--- src/otl_pkg.sv ---
// How it works
// - At rest, attitude is classified into one of six axis orientations.
// - Portrait output is high from acceptance of a portrait orientation until another one is accepted or the device leaves run mode.
// - Landscape output is high from acceptance of a landscape orientation until another one is accepted or the device leaves run mode.
// - Sign output separates opposite portrait, landscape and face orientations.
// - Sleep input low selects power-down, high selects normal; device follows it.
// - In power-down the measurement chain stops and no new detections occur.
// - After power-down release, outputs are valid only after a 30 ms turn-on time.
// - When enabled, a tap along the z axis raises the interrupt.
// - Optionally a second tap inside a programmable window reports a double tap.
// - A self-test injects a stimulus to check sensing without motion.
package otl_pkg;
  localparam int unsigned CLK_HZ = 200_000_000;
  localparam int unsigned TON_MS = 30;
  localparam int unsigned TON_CYC = TON_MS * (CLK_HZ / 1000);
  localparam int unsigned STEADY_CYC = 16;
  localparam logic [11:0] ADDR_CTRL = 12'h000;
  localparam logic [11:0] ADDR_STAT = 12'h004;
  localparam logic [11:0] ADDR_IRQ_STAT = 12'h008;
  localparam logic [11:0] ADDR_IRQ_EN = 12'h00c;
  localparam logic [11:0] ADDR_IRQ_CLR = 12'h010;
  localparam logic [11:0] ADDR_TAP_THR = 12'h014;
  localparam logic [11:0] ADDR_DBL_WIN = 12'h018;
  localparam logic [3:0] CTRL_RST = 4'h0;
  localparam logic [15:0] TAP_THR_RST = 16'h2000;
  localparam logic [23:0] DBL_WIN_RST = 24'h0f4240;
  localparam logic [15:0] ORI_THR = 16'h3000;
  localparam logic [15:0] ST_OFFSET = 16'h1000;
  localparam int IRQ_TAP = 0;
  localparam int IRQ_DBL = 1;
  localparam int IRQ_ORI = 2;
  localparam int IRQ_RDY = 3;
  typedef enum logic [1:0] {
    OTL_SLEEP = 2'b00,
    OTL_WAKE = 2'b01,
    OTL_RUN = 2'b10
  } otl_mode_t;
endpackage : otl_pkg

--- src/otl_classify.sv ---
module otl_classify
  import otl_pkg::*;
(
  input wire logic [15:0] acc_x,
  input wire logic [15:0] acc_y,
  input wire logic [15:0] acc_z,
  output logic [2:0] ori_code,
  output logic ori_hit
);
  logic [15:0] mag [3];
  logic neg [3];
  genvar i;
  generate
    for (i = 0; i < 3; i++) begin : g_ax
      logic [15:0] a;
      assign a = (i == 0) ? acc_x : ((i == 1) ? acc_y : acc_z);
      assign neg[i] = a[15];
      assign mag[i] = a[15] ? 16'(~a + 16'h0001) : a;
    end
  endgenerate
  // Code: bit2..1 axis (0 portrait y, 1 landscape x, 2 face z), bit0 sign
  always_comb begin
    ori_code = 3'h0;
    ori_hit = 1'b0;
    if (mag[1] > ORI_THR && mag[0] < ORI_THR && mag[2] < ORI_THR) begin
      ori_code = {2'b00, neg[1]};
      ori_hit = 1'b1;
    end else if (mag[0] > ORI_THR && mag[1] < ORI_THR && mag[2] < ORI_THR) begin
      ori_code = {2'b01, neg[0]};
      ori_hit = 1'b1;
    end else if (mag[2] > ORI_THR && mag[0] < ORI_THR && mag[1] < ORI_THR) begin
      ori_code = {2'b10, neg[2]};
      ori_hit = 1'b1;
    end
  end
endmodule : otl_classify

--- src/otl_top.sv ---
module otl_top
  import otl_pkg::*;
#(
  parameter int unsigned TON_CYCLES = TON_CYC
)
(
  input wire logic ref_clk,
  input wire logic arst_n,
  input wire logic sleep_n,
  input wire logic [15:0] acc_x,
  input wire logic [15:0] acc_y,
  input wire logic [15:0] acc_z,
  input wire logic acc_valid,
  output logic portrait_flag,
  output logic landscape_flag,
  output logic sign_flag,
  output logic tap_irq,
  output logic meas_en,
  input wire logic [11:0] s_axi_awaddr,
  input wire logic s_axi_awvalid,
  output logic s_axi_awready,
  input wire logic [31:0] s_axi_wdata,
  input wire logic [3:0] s_axi_wstrb,
  input wire logic s_axi_wvalid,
  output logic s_axi_wready,
  output logic [1:0] s_axi_bresp,
  output logic s_axi_bvalid,
  input wire logic s_axi_bready,
  input wire logic [11:0] s_axi_araddr,
  input wire logic s_axi_arvalid,
  output logic s_axi_arready,
  output logic [31:0] s_axi_rdata,
  output logic [1:0] s_axi_rresp,
  output logic s_axi_rvalid,
  input wire logic s_axi_rready
);
  ////////////////////////////////////////////////////////////////////////////
  // Reset release
  logic [1:0] rst_sync_q;
  logic rst_n;
  always_ff @(posedge ref_clk or negedge arst_n) begin
    if (!arst_n) begin
      rst_sync_q <= 2'b00;
    end else begin
      rst_sync_q <= {rst_sync_q[0], 1'b1};
    end
  end
  assign rst_n = rst_sync_q[1];

  ////////////////////////////////////////////////////////////////////////////
  // State
  typedef struct packed {
    otl_mode_t mode;
    logic [31:0] ton_cnt;
    logic [3:0] ctrl;
    logic [15:0] tap_thr;
    logic [23:0] dbl_win;
    logic [3:0] irq_stat;
    logic [3:0] irq_en;
    logic [2:0] cand;
    logic [4:0] steady;
    logic [2:0] ori;
    logic ori_ok;
    logic portrait;
    logic landscape;
    logic sign;
    logic irq;
    logic meas;
    logic [15:0] prev_z;
    logic tap_arm;
    logic [23:0] win_cnt;
    logic win_open;
    logic awready;
    logic wready;
    logic [11:0] awaddr;
    logic [31:0] wdata;
    logic [3:0] wstrb;
    logic bvalid;
    logic [1:0] bresp;
    logic rvalid;
    logic [31:0] rdata;
    logic [1:0] rresp;
    logic arready;
  } otl_state_t;

  localparam otl_state_t ST_RST = '{
    mode: OTL_SLEEP, ton_cnt: 32'h0, ctrl: CTRL_RST, tap_thr: TAP_THR_RST, dbl_win: DBL_WIN_RST,
    irq_stat: 4'h0, irq_en: 4'h0, cand: 3'h0, steady: 5'h0, ori: 3'h0, ori_ok: 1'b0,
    portrait: 1'b0, landscape: 1'b0, sign: 1'b0, irq: 1'b0, meas: 1'b0, prev_z: 16'h0,
    tap_arm: 1'b1, win_cnt: 24'h0, win_open: 1'b0, awready: 1'b1, wready: 1'b1,
    awaddr: 12'h0, wdata: 32'h0, wstrb: 4'h0, bvalid: 1'b0, bresp: 2'h0, rvalid: 1'b0,
    rdata: 32'h0, rresp: 2'h0, arready: 1'b1};

  otl_state_t s_q, s_d;

  // ctrl bits: 0 tap irq enable, 1 double tap enable, 2 self-test, 3 unused
  logic [15:0] st_z;
  logic [15:0] dz;
  logic [15:0] dz_mag;
  logic [2:0] ori_code;
  logic ori_hit;
  logic sample;
  logic tap_ev;
  logic [3:0] ev;
  logic aw_fire, w_fire, ar_fire;

  // Self-test adds a fixed offset to z so the chain sees a stimulus
  assign st_z = s_q.ctrl[2] ? 16'(acc_z + ST_OFFSET) : acc_z;

  otl_classify u_cls (
    .acc_x(acc_x),
    .acc_y(acc_y),
    .acc_z(st_z),
    .ori_code(ori_code),
    .ori_hit(ori_hit)
  );

  assign dz = 16'(st_z - s_q.prev_z);
  assign dz_mag = dz[15] ? 16'(~dz + 16'h0001) : dz;
  assign sample = acc_valid && (s_q.mode == OTL_RUN);
  assign aw_fire = s_axi_awvalid && s_axi_awready;
  assign w_fire = s_axi_wvalid && s_axi_wready;
  assign ar_fire = s_axi_arvalid && s_axi_arready;

  ////////////////////////////////////////////////////////////////////////////
  // Next state
  always_comb begin
    s_d = s_q;
    tap_ev = 1'b0;
    ev = 4'h0;
    // Power mode follows the sleep pin
    unique case (s_q.mode)
      OTL_SLEEP: begin
        if (sleep_n) begin
          s_d.mode = OTL_WAKE;
          s_d.ton_cnt = 32'h0;
        end
      end
      OTL_WAKE: begin
        if (!sleep_n) begin
          s_d.mode = OTL_SLEEP;
        end else if (s_q.ton_cnt >= 32'(TON_CYCLES - 1)) begin
          s_d.mode = OTL_RUN;
          ev[IRQ_RDY] = 1'b1;
        end else begin
          s_d.ton_cnt = s_q.ton_cnt + 32'h1;
        end
      end
      OTL_RUN: begin
        if (!sleep_n) begin
          s_d.mode = OTL_SLEEP;
        end
      end
    endcase
    s_d.meas = (s_d.mode != OTL_SLEEP);
    if (s_d.mode != OTL_RUN) begin
      s_d.ori_ok = 1'b0;
      s_d.steady = 5'h0;
      s_d.win_open = 1'b0;
      s_d.tap_arm = 1'b1;
    end
    // Orientation: accept only after a steady run of samples
    if (sample) begin
      s_d.prev_z = st_z;
      if (!ori_hit || ori_code != s_q.cand) begin
        s_d.cand = ori_code;
        s_d.steady = 5'h0;
      end else if (s_q.steady < 5'(STEADY_CYC)) begin
        s_d.steady = s_q.steady + 5'h1;
      end else if (!s_q.ori_ok || s_q.ori != s_q.cand) begin
        s_d.ori = s_q.cand;
        s_d.ori_ok = 1'b1;
        ev[IRQ_ORI] = 1'b1;
      end
      // Tap: jerk on z above threshold, rearm when it falls back
      if (dz_mag > s_q.tap_thr) begin
        if (s_q.tap_arm) begin
          tap_ev = 1'b1;
        end
        s_d.tap_arm = 1'b0;
      end else begin
        s_d.tap_arm = 1'b1;
      end
    end
    if (s_q.win_open && s_q.mode == OTL_RUN) begin
      if (s_q.win_cnt == 24'h0) begin
        s_d.win_open = 1'b0;
      end else begin
        s_d.win_cnt = s_q.win_cnt - 24'h1;
      end
    end
    if (tap_ev) begin
      ev[IRQ_TAP] = s_q.ctrl[0];
      if (s_q.ctrl[1] && s_q.win_open) begin
        ev[IRQ_DBL] = 1'b1;
        s_d.win_open = 1'b0;
      end else if (s_q.ctrl[1]) begin
        s_d.win_open = 1'b1;
        s_d.win_cnt = s_q.dbl_win;
      end
    end
    s_d.portrait = s_d.ori_ok && (s_d.ori[2:1] == 2'b00);
    s_d.landscape = s_d.ori_ok && (s_d.ori[2:1] == 2'b01);
    s_d.sign = s_d.ori_ok && s_d.ori[0];
    // Bus write
    if (aw_fire) begin
      s_d.awready = 1'b0;
      s_d.awaddr = s_axi_awaddr;
    end
    if (w_fire) begin
      s_d.wready = 1'b0;
      s_d.wdata = s_axi_wdata;
      s_d.wstrb = s_axi_wstrb;
    end
    if (s_axi_bvalid && s_axi_bready) begin
      s_d.bvalid = 1'b0;
    end
    if (!s_q.awready && !s_q.wready && !s_q.bvalid) begin
      s_d.awready = 1'b1;
      s_d.wready = 1'b1;
      s_d.bvalid = 1'b1;
      s_d.bresp = 2'h0;
      unique case ({s_q.awaddr[11:2], 2'b00})
        ADDR_CTRL: begin
          if (s_q.wstrb[0]) s_d.ctrl = s_q.wdata[3:0];
        end
        ADDR_IRQ_EN: begin
          if (s_q.wstrb[0]) s_d.irq_en = s_q.wdata[3:0];
        end
        ADDR_IRQ_CLR: begin
          if (s_q.wstrb[0]) s_d.irq_stat = s_q.irq_stat & ~s_q.wdata[3:0];
        end
        ADDR_TAP_THR: begin
          if (s_q.wstrb[0]) s_d.tap_thr[7:0] = s_q.wdata[7:0];
          if (s_q.wstrb[1]) s_d.tap_thr[15:8] = s_q.wdata[15:8];
        end
        ADDR_DBL_WIN: begin
          if (s_q.wstrb[0]) s_d.dbl_win[7:0] = s_q.wdata[7:0];
          if (s_q.wstrb[1]) s_d.dbl_win[15:8] = s_q.wdata[15:8];
          if (s_q.wstrb[2]) s_d.dbl_win[23:16] = s_q.wdata[23:16];
        end
        ADDR_STAT, ADDR_IRQ_STAT: begin
        end
        default: begin
          s_d.bresp = 2'h2;
        end
      endcase
    end
    // Set wins over clear
    s_d.irq_stat = s_d.irq_stat | ev;
    s_d.irq = |(s_d.irq_stat & s_d.irq_en);
    // Bus read
    if (s_axi_rvalid && s_axi_rready) begin
      s_d.rvalid = 1'b0;
    end
    if (ar_fire) begin
      s_d.rvalid = 1'b1;
      s_d.rresp = 2'h0;
      s_d.rdata = 32'h0;
      unique case ({s_axi_araddr[11:2], 2'b00})
        ADDR_CTRL: s_d.rdata = {28'h0, s_q.ctrl};
        ADDR_STAT: s_d.rdata = {24'h0, s_q.ori_ok, s_q.ori, s_q.sign, s_q.landscape, s_q.mode};
        ADDR_IRQ_STAT: s_d.rdata = {28'h0, s_q.irq_stat};
        ADDR_IRQ_EN: s_d.rdata = {28'h0, s_q.irq_en};
        ADDR_IRQ_CLR: s_d.rdata = 32'h0;
        ADDR_TAP_THR: s_d.rdata = {16'h0, s_q.tap_thr};
        ADDR_DBL_WIN: s_d.rdata = {8'h0, s_q.dbl_win};
        default: s_d.rresp = 2'h2;
      endcase
    end
    s_d.arready = !s_d.rvalid;
  end

  always_ff @(posedge ref_clk or negedge rst_n) begin
    if (!rst_n) begin
      s_q <= ST_RST;
    end else begin
      s_q <= s_d;
    end
  end

  ////////////////////////////////////////////////////////////////////////////
  // Outputs
  assign portrait_flag = s_q.portrait;
  assign landscape_flag = s_q.landscape;
  assign sign_flag = s_q.sign;
  assign tap_irq = s_q.irq;
  assign meas_en = s_q.meas;
  assign s_axi_awready = s_q.awready;
  assign s_axi_wready = s_q.wready;
  assign s_axi_bvalid = s_q.bvalid;
  assign s_axi_bresp = s_q.bresp;
  assign s_axi_arready = s_q.arready;
  assign s_axi_rvalid = s_q.rvalid;
  assign s_axi_rdata = s_q.rdata;
  assign s_axi_rresp = s_q.rresp;
endmodule : otl_top

--- config.mk ---
export PLATFORM = sky130hd
export DESIGN_NAME = otl_top
export DESIGN_NICKNAME = d
export VERILOG_FILES = /design/src/otl_pkg.sv /design/src/otl_classify.sv /design/src/otl_top.sv
export SDC_FILE = /design/constraint.sdc
export NUM_CORES = 1
export LEC_CHECK = 0
export BUFFER_PORTS_ARGS = -buffer_cell sky130_fd_sc_hd__buf_4
export CORE_ASPECT_RATIO = 0.8
export CORE_MARGIN = 3
export CORE_UTILIZATION = 55
export CTS_BUF_LIST = sky130_fd_sc_hd__clkbuf_8
export CTS_CLUSTER_SIZE = 30
export DETAILED_ROUTE_END_ITERATION = 7
export MAX_ROUTING_LAYER = met4
export PLACE_DENSITY_LB_ADDON = 0.3
export SYNTH_ARGS = -nofsm -noshare
export SYNTH_HDL_FRONTEND = slang
export SYNTH_SLANG_ARGS = --single-unit
--- constraint.sdc ---
create_clock -name ref_clk -period 12.1 [get_ports ref_clk]
set_input_delay 2.42 -clock ref_clk [delete_from_list [all_inputs] [get_ports ref_clk]]
set_output_delay 2.42 -clock ref_clk [all_outputs]
set_load 0.005 [all_outputs]
After elaboration in Yosys (flattened, before gate mapping)
Cells that the tools add are included.
{ "totals": {"reg_bits": 227, "in_bits": 117} }
{ "op_classes": {"n_addsub": 9, "order_cmp": 9, "n_eq_ne": 21, "n_mux": 65, "bitwise_logic": 8, "reduce_logical": 49} }
{ "op_table": {"columns": ["cell", "count"], "rows": [
  ["24-bit case mux with 6 select lines", 1],
  ["16-bit two-way mux", 5],
  ["25-bit two-way mux", 3],
  ["16-bit by 1-bit adder with 16-bit output, second input constant", 4],
  ["32-bit two-way mux", 2],
  ["16-bit inverter", 4],
  ["32-bit case mux with 2 select lines", 1],
  ["10-bit by 3-bit == test with 1-bit output, second input constant", 6],
  ["16-bit by 14-bit > comparator with 1-bit output, second input constant", 3],
  ["16-bit by 14-bit < comparator with 1-bit output, second input constant", 3],
  ["24-bit two-way mux", 2],
  ["10-bit by 2-bit == test with 1-bit output, second input constant", 4],
  ["35-bit two-way mux", 1],
  ["34-bit two-way mux", 1],
  ["32-bit by 1-bit adder with 32-bit output, second input constant", 1],
  ["32-bit by 23-bit greater-or-equal comparator with 1-bit output, second input constant", 1],
  ["4-bit two-way mux", 7],
  ["1-bit two-way mux", 25],
  ["24-bit logical NOT", 1],
  ["24-bit by 1-bit subtractor with 24-bit output, second input constant", 1],
  ["10-bit by 1-bit == test with 1-bit output, second input constant", 2],
  ["10-bit logical NOT", 2],
  ["1-bit logical AND", 19],
  ["3-bit AND reduction", 6],
  ["other kinds (26)", 56]
]} }

Longest topological paths before layout
{ "logic_depth": {"word_depth": 18, "mapped_depth": 24} }

Cells and area by module
From an unflattened synthesis, not the netlist that was laid out.
{ "unflattened": {"cells_unflattened": 1284, "hier_area_um2": 12732.2} }
{ "modules_own_cells": {"columns": ["mod", "n_inst", "cells_each", "area_each_um2"], "rows": [
  ["otl_top", 1, 1097, 11487.3],
  ["otl_classify", 1, 187, 1244.9]
]} }

Worst setup path after synthesis
OpenSTA, ideal clock, no wires.
{ "synth_timing": {"path_kind": "input-to-reg", "from": "input acc_z[0]", "to": "register s_q[100] (netlist name)", "setup_ns": 0.083, "arrival_ns": 6.786, "required_ns": 12.017, "setup_slack_ns": 5.232, "path_stages": 24, "n_path_buf": 2, "path_cell_list": "inv_1 ha_1 inv_1 fa_1 a21o_1 a21o_1 a2111oi_2 o31ai_1 a21oi_1 xnor2_1 and3_1 a31oi_1 xor2_1 ha_1 nand4_1 nor3_1 o21ai_0 a21oi_1 o21ai_0 nor4b_1 clkbuf_1 clkbuf_1 nand2_1 o21ai_0"} }
{ "synth_rtl": {"columns": ["element", "line_no", "text"], "rows": [
  ["start: declaration", "otl_top.sv:12", "input wire logic [15:0] acc_z,"],
  ["end signal: assignment", "otl_top.sv:276", "s_q <= ST_RST;"],
  ["end signal: assignment", "otl_top.sv:278", "s_q <= s_d;"],
  ["end: declaration", "otl_top.sv:94", "otl_state_t s_q, s_d;"]
]} }

==> summary.txt <==
Logic synthesis
  – Top FF cell, synth: dfrtp_1
  – Yosys warning count: 0
  – Post-synthesis cell type count: 81
  – Post-synth EDFFs: 0
  – Async SR Flop Fraction: 1.00
  – Simple-gate area share of the yosys netlist: 0.160
  – Compound-cell area share of the yosys netlist: 0.133
  – Yosys reg bits: 215
  – Mux contribution to synthesized area: 0.0913
  – Seq/Total Area, Yosys: 0.463
  – Synthesized instance count: 1160
  – Syn Area/Cell: 10.0 um2
  – Largest family of logic cells by synthesized area: simple AND/OR/NAND/NOR gates
  – Adder-cell share of the synthesized area: 0.0447
  – Synthesized area: 0.0117 mm2
  – Post-synthesis xor/xnor area fraction: 0.0534

Pwr
  – Net Sw Power: 0.528 mW
  – Clock power share: 0.354
  – Lkg Pwr: 6.12 nW
  – Switching Share: 0.284
  – P_int: 1.33 mW
  – Final Power: 1.86 mW
  – Comb pwr share: 0.164
  – Pwr/cell area: 138 mW/mm2
  – Max VDD drop: 0.0931 mV
  – Sequential cell fraction of total power: 0.482

Global route
  – Global Route Usage Sum: 0.238
  – Vias in the first global route: 8647
  – Largest net degree at the start of global routing: 80
  – Congestion Overflow GR: 0
  – Antenna violations before repair: 0
  – Global-route wire length before repair: 43.4 mm

Clock tree
  – Num CTS Buffers: 36
  – Worst-path clk slew: 0.06 ns
  – CTS sink cnt: 215
  – Clk_lat worst skew: 0.53 ns
  – Clock Path Buffers: 3
  – H-tree levels: 2
  – Root Driver: clkbuf_8
  – TritonCTS clock tree: built
  – CTS Hold Buffers Added: 0
  – CTS resizes: 0
  – Postcts setup bufs: 0

Detailed routing
  – Iter 0 DRT Violations: 583
  – DRC Markers: 0
  – DRT antenna net count: 0
  – Routed Wire Length: 26.0 mm
  – Via Count: 8853
  – TritonRoute pass-1 iters: 5
  – Vias per cell: 5.63
  – WL/cell: 16.6 um

STA
  – RSZ-0062 raised after global routing: no
  – Relative slew slack: 0.309
  – Least-Margin Pin Slew: 1.03 ns
  – Final hold vios: 0
  – Min cycle time layout: 7.00 ns
  – Tcrit/Tclk final: 0.578
  – Final TNS setup: 0 ns
  – Final setup viols: 0
  – Slew Limit Fails: 0
  – Max Freq: 143 MHz
  – Setup Skew: 0.0246 ns

Critical path
  – Setup CP Type: in -> reg
  – Buf/Inv on CP: 4
  – Type of origin of the critical path: primary input
  – Critical-path cell list: buf_4, inv_1, ha_1, inv_1, fa_1, a21o_1, a21o_1, a2111oi_2, o31ai_1, a21oi_1, xnor2_1, and3_1, nand2_1, nor4_1, ha_1, nand4_1, nor3_1, o21ai_0, a21oi_1, o21ai_0, nor4b_2, buf_4, a21oi_1, a21o_1
  – CP Max Fanout: 48
  – CP peak stage delay: 0.45 ns
  – Crit path max-delay family: compound AO/OA/AOI/OAI gates
  – Worst EP arrival: 7.41 ns
  – Slowest CP cell: a2111oi_2
  – Worst Setup End Kind: flip-flop
  – CP Data Required Time: 12.52 ns

Placed design
  – PortBufs: 139
  – Gpl congestion: 0.822
  – Hpwl dp: 19.0 mm

Final layout
  – Leading cell type in the layout, fill and taps excluded: dfrtp_1
  – Nets@finish: 1440
  – P&R area growth vs syn: 15.6%
  – Layout cells sized above 1: 0.257
  – Fillcell total: 1612
  – Most frequent cells in the layout: 202 x dfrtp_1, 148 x buf_4, 135 x nand2_1
  – ANT cells: 0

Floorplan
  – Core region area: 0.0203 mm2
  – Die Span Y: 136 um
  – Rows: 46
  – Top Ports: 163
  – Die footprint: 0.0230 mm2
  – Die W: 169 um
  – Starting Density: 0.574

Status
  – Status: finished clean

Min path
  – Hold WC Path Type: reg -> reg

Run
  – Max-cap violation count: 0
==> registers in the layout (all words and copies together), names as in the netlist <==
register        count
landscape_flag      1
tap_irq             1
meas_en             1
s_axi_awready       1
rst_sync_q          2
s_axi_arready       1
s_axi_rresp         1
s_axi_bvalid        1
portrait_flag       1
s_axi_wready        1
s_axi_rdata        24
s_axi_bresp         1
sign_flag           1
s_axi_rvalid        1
s_q               177
==> stage by stage <==
| stage | hold slack (ns) | util | cells | setup slack [ns] | area, um2 |
|---|---|---|---|---|---|
| after global placement | 0.337 | 0.626 | 1508 | 4.68 | 12700 |
| after floorplan | 0.331 | - | 1169 | 5.23 | 11700 |
| after detailed placement | 0.344 | 0.626 | 1508 | 4.62 | 12700 |
| after global routing | 0.359 | 0.663 | 1573 | 4.58 | 13500 |
| final | 0.353 | 0.663 | 1573 | 5.10 | 13500 |
| after CTS | 0.357 | 0.663 | 1573 | 5.15 | 13500 |
==> synthesized netlist by cell type (12+ instances only) <==
cell type,number,area share
a21oi_1,38,0.016
a22oi_1,15,0.0097
and3_1,13,0.0070
buf_4,37,0.024
clkbuf_1,33,0.011
dfrtp_1,203,0.44
dfstp_2,12,0.027
ha_1,40,0.043
inv_1,57,0.018
mux2_2,89,0.086
nand2_1,135,0.043
nand3_1,19,0.0082
nor2_1,62,0.020
nor2b_1,15,0.0081
nor3_1,20,0.0086
nor4_1,19,0.010
o21ai_0,96,0.041
xnor2_1,45,0.034
xor2_1,26,0.020
==> worst paths after layout <==
| path | from | to | slack, ns | depth (start not counted) |
|---|---|---|---|---|
| min | rst_sync_q[0]$_DFF_PN0_ | rst_sync_q[1]$_DFF_PN0_ | 0.35 | 0 |
| max | acc_z[0] | s_q[105]$_DFF_PN0_ | 5.10 | 24 |
| min reg2reg | rst_sync_q[0]$_DFF_PN0_ | rst_sync_q[1]$_DFF_PN0_ | 0.35 | 0 |
| max in group asynchronous | rst_sync_q[1]$_DFF_PN0_ | s_q[181]$_DFFE_PN0P_ | 9.32 | 2 |
| max reg2reg | s_q[116]$_DFFE_PN0P_ | s_q[105]$_DFF_PN0_ | 6.71 | 21 |
| min in group asynchronous | rst_sync_q[1]$_DFF_PN0_ | s_q[81]$_DFFE_PN0P_ | 0.40 | 0 |
==> layer usage <==
layer,routed length (um),global-route usage
met1,12300,0.334
met2,11600,0.357
met3,1530,0.0416
met4,633,0.0709
met5,0,-
==> power groups by stage <==
stage | combinational [mW] | clock, mW | sequential (mW)
after detailed placement | 0.306 | 0 | 0.909
final | 0.305 | 0.659 | 0.898
after CTS | 0.308 | 0.676 | 0.897
after global routing | 0.341 | 0.709 | 0.911
after global placement | 0.293 | 0 | 0.904
after floorplan | 0.211 | 0 | 0.885
==> cells by family (layout without fill, tap and decap cells) <==
logic type	Yosys count	count (layout)
DFF	215	215
adders and majority gates	41	41
other	2	11
xor gates and xnor gates	71	71
AOI/OAI and AO/OA	240	240
muxes	95	95
and+or+nand+nor	366	366
buffers and inverters	130	270
==> cell type report <==
type	count	area (um2)	area share
clock buffer	49	674	0.0500
clock inverter	16	78.8	0.00585
inverter	57	214	0.0159
multi-input combinational	824	5670	0.421
sequential	215	5400	0.401
tap	264	330	0.0245
timing repair buffer	148	1110	0.0824
Power figures use the tool's default switching activity.
